File: src/rtl/irq_seq_pkg.sv
// constants, field layouts and state codes for the interrupt sequencer
package irq_seq_pkg;

  // ************************************************************
  // register offsets
  // ************************************************************
  localparam logic [7:0] misc_control_addr = 8'h0c;
  localparam logic [7:0] serial_control_two_addr = 8'h0f;
  localparam logic [7:0] serial_status_addr = 8'h10;
  localparam logic [7:0] serial_data_addr = 8'h11;
  localparam logic [7:0] timer_control_addr = 8'h12;
  localparam logic [7:0] timer_status_addr = 8'h13;

  // ************************************************************
  // misc_control fields
  // ************************************************************
  localparam int por_flag_bit = 7;
  localparam int rise_sense_select_bit = 6;
  localparam int fall_sense_select_bit = 5;
  localparam int pin_irq_enable_bit = 4;
  localparam logic [3:0] misc_low_reset = 4'h0;

  // ************************************************************
  // timer and serial fields
  // ************************************************************
  localparam int capture_irq_en_bit = 7;
  localparam int compare_irq_en_bit = 6;
  localparam int overflow_irq_en_bit = 5;
  localparam int tx_empty_irq_en_bit = 7;
  localparam int tx_done_irq_en_bit = 6;
  localparam int receive_irq_en_bit = 5;
  localparam int quiet_line_irq_en_bit = 4;
  // flag vectors are five wide, held in status bits 7..3
  localparam int flag_shift = 3;
  localparam int capture_one_flag = 4;
  localparam int capture_two_flag = 3;
  localparam int compare_one_flag = 2;
  localparam int compare_two_flag = 1;
  localparam int timer_overflow_flag = 0;
  localparam int tx_empty_flag = 4;
  localparam int transmit_complete_flag = 3;
  localparam int overrun_flag = 2;
  localparam int rx_full_flag = 1;
  localparam int idle_line_flag = 0;
  localparam logic [7:0] control_reset = 8'h00;

  // ************************************************************
  // vectors
  // ************************************************************
  localparam logic [15:0] reset_vector = 16'h1ffe;
  localparam logic [15:0] swi_vector = 16'h1ffc;
  localparam logic [15:0] pin_vector = 16'h1ffa;
  localparam logic [15:0] capture_vector = 16'h1ff8;
  localparam logic [15:0] compare_vector = 16'h1ff6;
  localparam logic [15:0] overflow_vector = 16'h1ff4;
  localparam logic [15:0] serial_vector = 16'h1ff2;

  typedef enum logic [1:0] {
    st_boot = 2'b00,
    st_run = 2'b01,
    st_stop = 2'b10,
    st_wait = 2'b11
  } state_type;

endpackage

File: src/rtl/mcu_interrupt_sequencer.sv
// interrupt recognition, priority and vectoring for the processor core
`timescale 1ns/1ps

// Contract
// RQ1: pin interrupt taken only if mask clear, enable set and pin matches option.
// RQ2: pin service pushes state, sets mask, fetches vector 1ffa/1ffb.
// RQ3: bits 6 and 5 pick pin trigger: fall+low, fall, rise, both edges.
// RQ4: reset clears both sense bits: falling edge plus low level.
// RQ5: bit 4 enables pin interrupt; reset sets it.
// RQ6: sense and enable bits writable only while mask is set.
// RQ7: changing the pin option clears a pending pin request.
// RQ8: edge seen while disabled is latched until enable is set.
// RQ9: latch cleared at service start; low level is never latched.
// RQ10: timer request when any enabled flag in status bits 7..3 is set.
// RQ11: capture vector 1ff8, compare 1ff6, overflow 1ff4.
// RQ12: three timer enables gate capture pair, compare pair, overflow.
// RQ13: serial request when any enabled serial status flag is set.
// RQ14: four serial enables gate empty, complete, overrun/full, idle.
// RQ15: all serial causes share vector 1ff2/1ff3; software finds cause.
// RQ16: serial flag clears after status access then serial data access.
// RQ17: reset fetches start vector 1ffe/1fff and sets mask.
// RQ18: stop halts oscillator and core; only pin interrupt or reset wakes.
// RQ19: wait stops core clocks, timer runs; any interrupt wakes, normal vectors.
// RQ20: priority reset, swi, pin, capture, compare, overflow, serial.
// RQ21: requests checked only when the current instruction completes.
// RQ22: level option keeps requesting while pin stays low.
module mcu_interrupt_sequencer (
  // clock and reset
  input wire logic clk_i,
  input wire logic rst_i,
  // register port
  input wire logic [7:0] reg_addr_i,
  input wire logic [7:0] reg_wdata_i,
  input wire logic reg_we_i,
  input wire logic reg_re_i,
  output logic [7:0] reg_rdata_o,
  // external interrupt pin, active low
  input wire logic irq_pin_n_i,
  // peripheral flags
  input wire logic [4:0] timer_flags_i,
  input wire logic [4:0] serial_flags_i,
  output logic [4:0] serial_flag_clear_o,
  // processor core
  input wire logic instr_done_i,
  input wire logic swi_exec_i,
  input wire logic stop_exec_i,
  input wire logic wait_exec_i,
  input wire logic mask_set_i,
  input wire logic mask_clr_i,
  output logic mask_o,
  output logic service_start_o,
  output logic stack_push_o,
  output logic [15:0] vector_addr_o,
  // clock control
  output logic osc_enable_o,
  output logic cpu_clk_enable_o,
  output logic timer_clk_enable_o
);

  // ************************************************************
  // state
  // ************************************************************
  typedef struct packed {
    irq_seq_pkg::state_type state;
    logic mask;
    logic rise_sel;
    logic fall_sel;
    logic pin_en;
    logic pin_latch;
    logic por_flag;
    logic [3:0] misc_low;
    logic [7:0] timer_ctl;
    logic [7:0] serial_ctl;
    logic [4:0] serial_arm;
    logic [4:0] serial_clr;
    logic [7:0] rdata;
    logic take;
    logic push;
    logic [15:0] vector;
    logic osc_en;
    logic cpu_clk_en;
    logic timer_clk_en;
  } seq_type;

  localparam seq_type seq_reset = '{
    state: irq_seq_pkg::st_boot,
    mask: 1'b1,
    rise_sel: 1'b0,
    fall_sel: 1'b0,
    pin_en: 1'b1,
    pin_latch: 1'b0,
    por_flag: 1'b1,
    misc_low: irq_seq_pkg::misc_low_reset,
    timer_ctl: irq_seq_pkg::control_reset,
    serial_ctl: irq_seq_pkg::control_reset,
    serial_arm: 5'h00,
    serial_clr: 5'h00,
    rdata: 8'h00,
    take: 1'b0,
    push: 1'b0,
    vector: irq_seq_pkg::reset_vector,
    osc_en: 1'b1,
    cpu_clk_en: 1'b1,
    timer_clk_en: 1'b1
  };

  seq_type q;
  seq_type d;

  // ************************************************************
  // pin conditioning
  // ************************************************************
  logic pin_level;
  logic pin_rise;
  logic pin_fall;

  pin_sync u_pin_sync (
    .clk_i(clk_i),
    .rst_i(rst_i),
    .pin_i(irq_pin_n_i),
    .level_o(pin_level),
    .rise_o(pin_rise),
    .fall_o(pin_fall)
  );

  // ************************************************************
  // request terms
  // ************************************************************
  logic level_mode;
  logic edge_hit;
  logic pin_req;
  logic cap_req;
  logic cmp_req;
  logic ovf_req;
  logic ser_req;
  logic any_req;
  logic [15:0] hw_vector;
  logic [7:0] misc_read;

  always_comb begin
    level_mode = ~q.rise_sel & ~q.fall_sel;
    // falling edge in options 00, 01, 11; rising edge in 10, 11
    edge_hit = (pin_fall & ~(q.rise_sel & ~q.fall_sel)) | (pin_rise & q.rise_sel); // RQ3
    // level request is live, never stored
    pin_req = q.pin_en & (q.pin_latch | (level_mode & ~pin_level)); // RQ1 RQ22
    cap_req = (timer_flags_i[irq_seq_pkg::capture_one_flag]
              | timer_flags_i[irq_seq_pkg::capture_two_flag])
              & q.timer_ctl[irq_seq_pkg::capture_irq_en_bit]; // RQ10 RQ12
    cmp_req = (timer_flags_i[irq_seq_pkg::compare_one_flag]
              | timer_flags_i[irq_seq_pkg::compare_two_flag])
              & q.timer_ctl[irq_seq_pkg::compare_irq_en_bit]; // RQ10 RQ12
    ovf_req = timer_flags_i[irq_seq_pkg::timer_overflow_flag]
              & q.timer_ctl[irq_seq_pkg::overflow_irq_en_bit]; // RQ10 RQ12
    ser_req = (serial_flags_i[irq_seq_pkg::tx_empty_flag]
              & q.serial_ctl[irq_seq_pkg::tx_empty_irq_en_bit])
              | (serial_flags_i[irq_seq_pkg::transmit_complete_flag]
              & q.serial_ctl[irq_seq_pkg::tx_done_irq_en_bit])
              | ((serial_flags_i[irq_seq_pkg::overrun_flag]
              | serial_flags_i[irq_seq_pkg::rx_full_flag])
              & q.serial_ctl[irq_seq_pkg::receive_irq_en_bit])
              | (serial_flags_i[irq_seq_pkg::idle_line_flag]
              & q.serial_ctl[irq_seq_pkg::quiet_line_irq_en_bit]); // RQ13 RQ14
    any_req = pin_req | cap_req | cmp_req | ovf_req | ser_req;
    // fixed priority among maskable sources
    if (pin_req) begin // RQ20
      hw_vector = irq_seq_pkg::pin_vector; // RQ2
    end else if (cap_req) begin
      hw_vector = irq_seq_pkg::capture_vector; // RQ11
    end else if (cmp_req) begin
      hw_vector = irq_seq_pkg::compare_vector; // RQ11
    end else if (ovf_req) begin
      hw_vector = irq_seq_pkg::overflow_vector; // RQ11
    end else begin
      hw_vector = irq_seq_pkg::serial_vector; // RQ15
    end
    misc_read = {q.por_flag, q.rise_sel, q.fall_sel, q.pin_en, q.misc_low};
  end

  // ************************************************************
  // next state
  // ************************************************************
  always_comb begin
    d = q;
    d.take = 1'b0;
    d.push = 1'b0;
    d.serial_clr = 5'h00;
    d.rdata = 8'h00;

    // core-driven mask changes (sei, cli, rti restore)
    if (mask_clr_i) begin
      d.mask = 1'b0;
    end
    if (mask_set_i) begin
      d.mask = 1'b1;
    end

    // register reads, data stands in the following cycle
    if (reg_re_i) begin
      case (reg_addr_i)
        irq_seq_pkg::misc_control_addr: d.rdata = misc_read;
        irq_seq_pkg::serial_control_two_addr: d.rdata = q.serial_ctl;
        irq_seq_pkg::serial_status_addr: d.rdata = {serial_flags_i, 3'b000};
        irq_seq_pkg::timer_control_addr: d.rdata = q.timer_ctl;
        irq_seq_pkg::timer_status_addr: d.rdata = {timer_flags_i, 3'b000};
        default: d.rdata = 8'h00;
      endcase
    end

    // serial flag clear: status access arms, data access fires
    if ((reg_re_i || reg_we_i) && reg_addr_i == irq_seq_pkg::serial_status_addr) begin
      d.serial_arm = serial_flags_i; // RQ16
    end
    if ((reg_re_i || reg_we_i) && reg_addr_i == irq_seq_pkg::serial_data_addr) begin
      d.serial_clr = q.serial_arm; // RQ16
      d.serial_arm = 5'h00;
    end

    // register writes
    if (reg_we_i) begin
      case (reg_addr_i)
        irq_seq_pkg::misc_control_addr: begin
          d.misc_low = reg_wdata_i[3:0];
          if (!reg_wdata_i[irq_seq_pkg::por_flag_bit]) begin
            d.por_flag = 1'b0;
          end
          // option bits locked while interrupts are unmasked
          if (q.mask) begin // RQ6
            d.rise_sel = reg_wdata_i[irq_seq_pkg::rise_sense_select_bit];
            d.fall_sel = reg_wdata_i[irq_seq_pkg::fall_sense_select_bit];
            d.pin_en = reg_wdata_i[irq_seq_pkg::pin_irq_enable_bit]; // RQ5
            if (reg_wdata_i[irq_seq_pkg::rise_sense_select_bit] != q.rise_sel
                || reg_wdata_i[irq_seq_pkg::fall_sense_select_bit] != q.fall_sel) begin
              d.pin_latch = 1'b0; // RQ7
            end
          end
        end
        irq_seq_pkg::serial_control_two_addr: d.serial_ctl = reg_wdata_i;
        irq_seq_pkg::timer_control_addr: d.timer_ctl = reg_wdata_i;
        default: d.rdata = d.rdata;
      endcase
    end

    // sequencing
    case (q.state)
      irq_seq_pkg::st_boot: begin
        d.take = 1'b1;
        d.vector = irq_seq_pkg::reset_vector; // RQ17
        d.mask = 1'b1; // RQ17
        d.state = irq_seq_pkg::st_run;
      end
      irq_seq_pkg::st_run: begin
        if (stop_exec_i) begin
          d.state = irq_seq_pkg::st_stop;
          d.mask = 1'b0;
          d.osc_en = 1'b0; // RQ18
          d.cpu_clk_en = 1'b0;
          d.timer_clk_en = 1'b0;
        end else if (wait_exec_i) begin
          d.state = irq_seq_pkg::st_wait;
          d.mask = 1'b0;
          d.cpu_clk_en = 1'b0; // RQ19
        end else if (instr_done_i) begin // RQ21
          if (swi_exec_i) begin
            // swi is not maskable
            d.take = 1'b1;
            d.push = 1'b1;
            d.mask = 1'b1;
            d.vector = irq_seq_pkg::swi_vector; // RQ20
          end else if (!q.mask && any_req) begin // RQ1
            d.take = 1'b1;
            d.push = 1'b1; // RQ2
            d.mask = 1'b1; // RQ2
            d.vector = hw_vector;
            if (pin_req) begin
              d.pin_latch = 1'b0; // RQ9
            end
          end
        end
      end
      irq_seq_pkg::st_stop: begin
        // oscillator is off; only the pin path can wake
        if (pin_req && !q.mask) begin // RQ18
          d.state = irq_seq_pkg::st_run;
          d.osc_en = 1'b1;
          d.cpu_clk_en = 1'b1;
          d.timer_clk_en = 1'b1;
          d.take = 1'b1;
          d.push = 1'b1;
          d.mask = 1'b1;
          d.vector = irq_seq_pkg::pin_vector;
          d.pin_latch = 1'b0; // RQ9
        end
      end
      irq_seq_pkg::st_wait: begin
        if (any_req && !q.mask) begin // RQ19
          d.state = irq_seq_pkg::st_run;
          d.cpu_clk_en = 1'b1;
          d.take = 1'b1;
          d.push = 1'b1;
          d.mask = 1'b1;
          d.vector = hw_vector;
          if (pin_req) begin
            d.pin_latch = 1'b0; // RQ9
          end
        end
      end
      default: d.state = irq_seq_pkg::st_boot;
    endcase

    // edge latching comes last so a fresh edge beats any clear
    if (edge_hit) begin
      d.pin_latch = 1'b1; // RQ8 RQ9
    end
  end

  // ************************************************************
  // registers
  // ************************************************************
  always_ff @(posedge clk_i) begin
    if (rst_i) begin
      q <= seq_reset; // RQ4 RQ5 RQ17
    end else begin
      q <= d;
    end
  end

  assign reg_rdata_o = q.rdata;
  assign serial_flag_clear_o = q.serial_clr;
  assign mask_o = q.mask;
  assign service_start_o = q.take;
  assign stack_push_o = q.push;
  assign vector_addr_o = q.vector;
  assign osc_enable_o = q.osc_en;
  assign cpu_clk_enable_o = q.cpu_clk_en;
  assign timer_clk_enable_o = q.timer_clk_en;

endmodule

File: src/rtl/pin_sync.sv
// three-stage pin synchroniser with edge pulses
`timescale 1ns/1ps

module pin_sync (
  // clock and reset
  input wire logic clk_i,
  input wire logic rst_i,
  // pin
  input wire logic pin_i,
  // conditioned outputs
  output logic level_o,
  output logic rise_o,
  output logic fall_o
);

  typedef struct packed {
    logic s1;
    logic s2;
    logic s3;
    logic level;
    logic rise;
    logic fall;
  } sync_type;

  // idle level high: the pin is active low
  localparam sync_type sync_reset = '{s1: 1'b1, s2: 1'b1, s3: 1'b1, level: 1'b1,
                                      rise: 1'b0, fall: 1'b0};

  sync_type q;
  sync_type d;

  always_comb begin
    d = q;
    d.s1 = pin_i;
    d.s2 = q.s1;
    d.s3 = q.s2;
    d.rise = 1'b0;
    d.fall = 1'b0;
    // a change counts once stages two and three agree
    if ((q.s2 == q.s3) && (q.s3 != q.level)) begin
      d.level = q.s3;
      d.rise = q.s3;
      d.fall = ~q.s3;
    end
  end

  always_ff @(posedge clk_i) begin
    if (rst_i) begin
      q <= sync_reset;
    end else begin
      q <= d;
    end
  end

  assign level_o = q.level;
  assign rise_o = q.rise;
  assign fall_o = q.fall;

endmodule

File: config.mk
export PLATFORM = sky130hd
export DESIGN_NAME = mcu_interrupt_sequencer
export DESIGN_NICKNAME = d
export VERILOG_FILES = /design/src/rtl/irq_seq_pkg.sv /design/src/rtl/mcu_interrupt_sequencer.sv /design/src/rtl/pin_sync.sv
export SDC_FILE = /design/constraint.sdc
export NUM_CORES = 1
export LEC_CHECK = 0
export BUFFER_PORTS_ARGS = -buffer_cell sky130_fd_sc_hd__buf_2
export CAP_MARGIN = 20
export CORE_MARGIN = 2
export CORE_UTILIZATION = 58
export CTS_CLUSTER_DIAMETER = 80
export CTS_CLUSTER_SIZE = 28
export DETAILED_ROUTE_END_ITERATION = 7
export PLACE_DENSITY = 0.85
export SLEW_MARGIN = 20
export SYNTH_ARGS = -nofsm -noshare
export SYNTH_HDL_FRONTEND = slang
export SYNTH_SLANG_ARGS = --single-unit
File: constraint.sdc
create_clock -name clk_i -period 2.4 [get_ports clk_i]
set_input_delay 0.36 -clock clk_i [delete_from_list [all_inputs] [get_ports clk_i]]
set_output_delay 0.36 -clock clk_i [all_outputs]
set_load 0.02 [all_outputs]
==> flow_metrics.env <==
export IMPL_internal_power_w=0.001943
export IMPL_die_h_um=78.71
export IMPL_drc=0
export IMPL_synth_ff_type="dfxtp_1"
export IMPL_met1_usage_pct=29.73
export IMPL_cts_setup_buffers=0
export IMPL_rsz0062_at_grt="no"
export IMPL_ys_top_cells_by_count="72 x dfxtp_1, 40 x nor2_1, 34 x nand2_1, 32 x buf_4, 29 x a21oi_1"
export IMPL_ys_seq_elements=72
export IMPL_post_cts_resized=0
export IMPL_maxSlewHeadroom_pct=59.12
export IMPL_synthesis_nets=395
export IMPL_met2_usage_pct=37.35
export IMPL_cp_data_required_time_ns=2.64
export IMPL_cts_buffers=9
export IMPL_dieArea_sq_um=6194
export IMPL_gr_total_overflow=0
export IMPL_p_leak_nw=1.533
export IMPL_root_buffer="clkbuf_8"
export IMPL_grt_usage_pct=23.66
export IMPL_yosysMostFrequentCell="dfxtp_1"
export IMPL_powerDensity_nw_per_um2=712.5
export IMPL_routedWlPerCell_um=15.13
export IMPL_synth_edf_count=0
export IMPL_ys_seq_area_share_pct=44.53
export IMPL_vias=2705
export IMPL_start_util_pct=59.51
export IMPL_cp_arrival_ns=2.06
export IMPL_antennaDiodeCount=0
export IMPL_pwr_share_clk_pct=40.3
export IMPL_placed_cells=456
export IMPL_ys_types=51
export IMPL_end_kind="flip-flop"
export IMPL_grt_pass1_wl_um=11500
export IMPL_cp_max_fo=10
export IMPL_fin_crit_ns=1.824
export IMPL_antenna_found_initial=0
export IMPL_clk_latency_ns=0.34
export IMPL_grt_max_degree=43
export IMPL_via_per_inst=5.731
export IMPL_path_clk_slew_ns=0.07
export IMPL_worst_slew_pin_slew_ns=0.6076
export IMPL_drt_initial_drc_count=281
export IMPL_worst_ir_drop_vdd_v=0.0005056
export IMPL_fp_row_count=27
export IMPL_slew_viol_final=0
export IMPL_holdBufCountCts=0
export IMPL_fin_crit_sh_pct=75.98
export IMPL_num_io_pins=72
export IMPL_status="finished clean"
export IMPL_use_met3_pct=5.795
export IMPL_synth_area_per_cell_sq_um=9.041
export IMPL_die_x_um=78.71
export IMPL_core_sq_um=5439
export IMPL_pwr_share_seq_pct=49.1
export IMPL_drt_pass1_iterations=6
export IMPL_max_freq_mhz=548.4
export IMPL_cts_sinks=72
export IMPL_cts_tree="done"
export IMPL_htreeDepth=3
export IMPL_power_switching_w=0.0006286
export IMPL_nets=432
export IMPL_setup_viol_count_final=0
export IMPL_hold_viol=0
export IMPL_grt_pass1_vias=2522
export IMPL_maxCapViolations=0
export IMPL_post_dp_hpwl_um=5077
export IMPL_port_buffers=71
export IMPL_globalplace_congestion=0.8566
export IMPL_fin_tns_setup_ns=0
export IMPL_startpoint_type="flip-flop"
export IMPL_combinationalPowerShare_pct=10.6
export IMPL_yosys_top_cells_area="dfxtp_1 45%, buf_4 7.4%, mux2i_1 5.9%"
export IMPL_yosysWarnings=0
export IMPL_async_reset_ff_share_pct=0
export IMPL_synthCells=358
export IMPL_final_cells=472
export IMPL_drt_total_wl_um=7139
export IMPL_hp_class="input port to flip-flop"
export IMPL_areaGrowthSynthToFinish_pct=11.52
export IMPL_drive_above_1_share_pct=27.00
export IMPL_drtAntennaViolNets=0
export IMPL_cts_path_max_buffers=2
export IMPL_switching_share_pct=24.44
export IMPL_top_usage_layer="met2"
export IMPL_crit_type="flip-flop to flip-flop"
export IMPL_synth_area_sq_um=3237
export IMPL_yosys_area_top_type_share_pct=44.53
export IMPL_yosysTopAreaCell="dfxtp_1"
export IMPL_finClkSkew_ns=0.006279
## critical path: stages, from the launching register on
cell and delay [ns]:
dfxtp_1 0.34, a222oi_1 0.35, and4_4 0.29, a31oi_4 0.13
o21ai_2 0.32, buf_4 0.23, nand2_1 0.06
## layout by cell type (no fill, tap or decap), types with 3 or more instances in the layout
cell / count
mux2i_1: 19
inv_1: 4
buf_2: 71
nor2b_1: 3
a22o_1: 8
a22oi_1: 5
clkbuf_1: 3
clkbuf_8: 10
nor3b_1: 3
dfxtp_1: 72
nor2_1: 40
buf_4: 4
and2_1: 8
nand2_1: 34
a32oi_1: 4
and3_1: 5
a221oi_1: 3
a21oi_1: 29
nand3_1: 13
a211oi_1: 3
o21ai_0: 15
or2_2: 3
## flip-flops by register name, summed over array words and instances (netlist names), 2 cells and up
name	cells
reg_rdata_o	8
q	24
misc_read	8
serial_flag_clear_o	5
vector_addr_o	16
u_pin_sync.d	2
## metal layers
metal	share of wire, %	wire length, um
met5	0	0
met4	2.4	172
met3	7.9	562
met2	46	3289
met1	44	3114
## power groups by stage
stage	Sequential (W)	Clock (W)	Combinational, W
2_1_floorplan	0.00129	0	0.000206
3_3_place_gp	0.00129	0	0.000265
3_5_place_dp	0.00129	0	0.000270
4_1_cts	0.00126	0.00105	0.000271
5_1_grt	0.00127	0.00109	0.000297
6_report	0.00126	0.00104	0.000273
## worst paths after layout
kind / from / to / slack, ns / depth (start not counted)
worst max register to register: q[45]$_SDFFE_PP0P_ / vector_addr_o[12]$_SDFFE_PP1P_ / 0.58 / 6
worst min-delay path: irq_pin_n_i / u_pin_sync.d[4]$_SDFF_PP1_ / 0.19 / 2
worst min register to register: u_pin_sync.d[4]$_SDFF_PP1_ / u_pin_sync.d[3]$_SDFF_PP1_ / 0.42 / 1
worst max-delay path: q[45]$_SDFFE_PP0P_ / vector_addr_o[12]$_SDFFE_PP1P_ / 0.58 / 6
## kinds of logic after synthesis
family / after synthesis / synth area share, %
and+or+nand+nor: 127 / 20.10
AOI/OAI and AO/OA: 83 / 18.01
DFF: 72 / 44.53
buffers and inverters: 53 / 10.24
muxes: 21 / 6.571
xor gates and xnor gates: 2 / 0.5413
## through the flow
step / util, % / area, sq um / total power [W] / setup slack (ns) / hold WS (ns)
floorplan: - / 3237 / 0.001491 / 0.8006 / 0.3895
global placement: 62.43 / 3396 / 0.001553 / 0.4654 / 0.3948
detailed placement: 62.43 / 3396 / 0.001558 / 0.4663 / 0.4070
CTS: 66.37 / 3610 / 0.002579 / 0.5918 / 0.1854
global route: 66.37 / 3610 / 0.002649 / 0.4520 / 0.1969
finish: 66.37 / 3610 / 0.002572 / 0.5764 / 0.1902
## final cells by class
class | instances | area [sq um]
inverter | 4 | 15.01
clock inverter | 3 | 65.06
tap | 72 | 90.09
fill | 445 | 1829
clock buffer | 13 | 148.9
sequential | 72 | 1441
multi-input combinational | 233 | 1464
timing repair buffer | 75 | 385.4
Power figures use the tool's default switching activity.
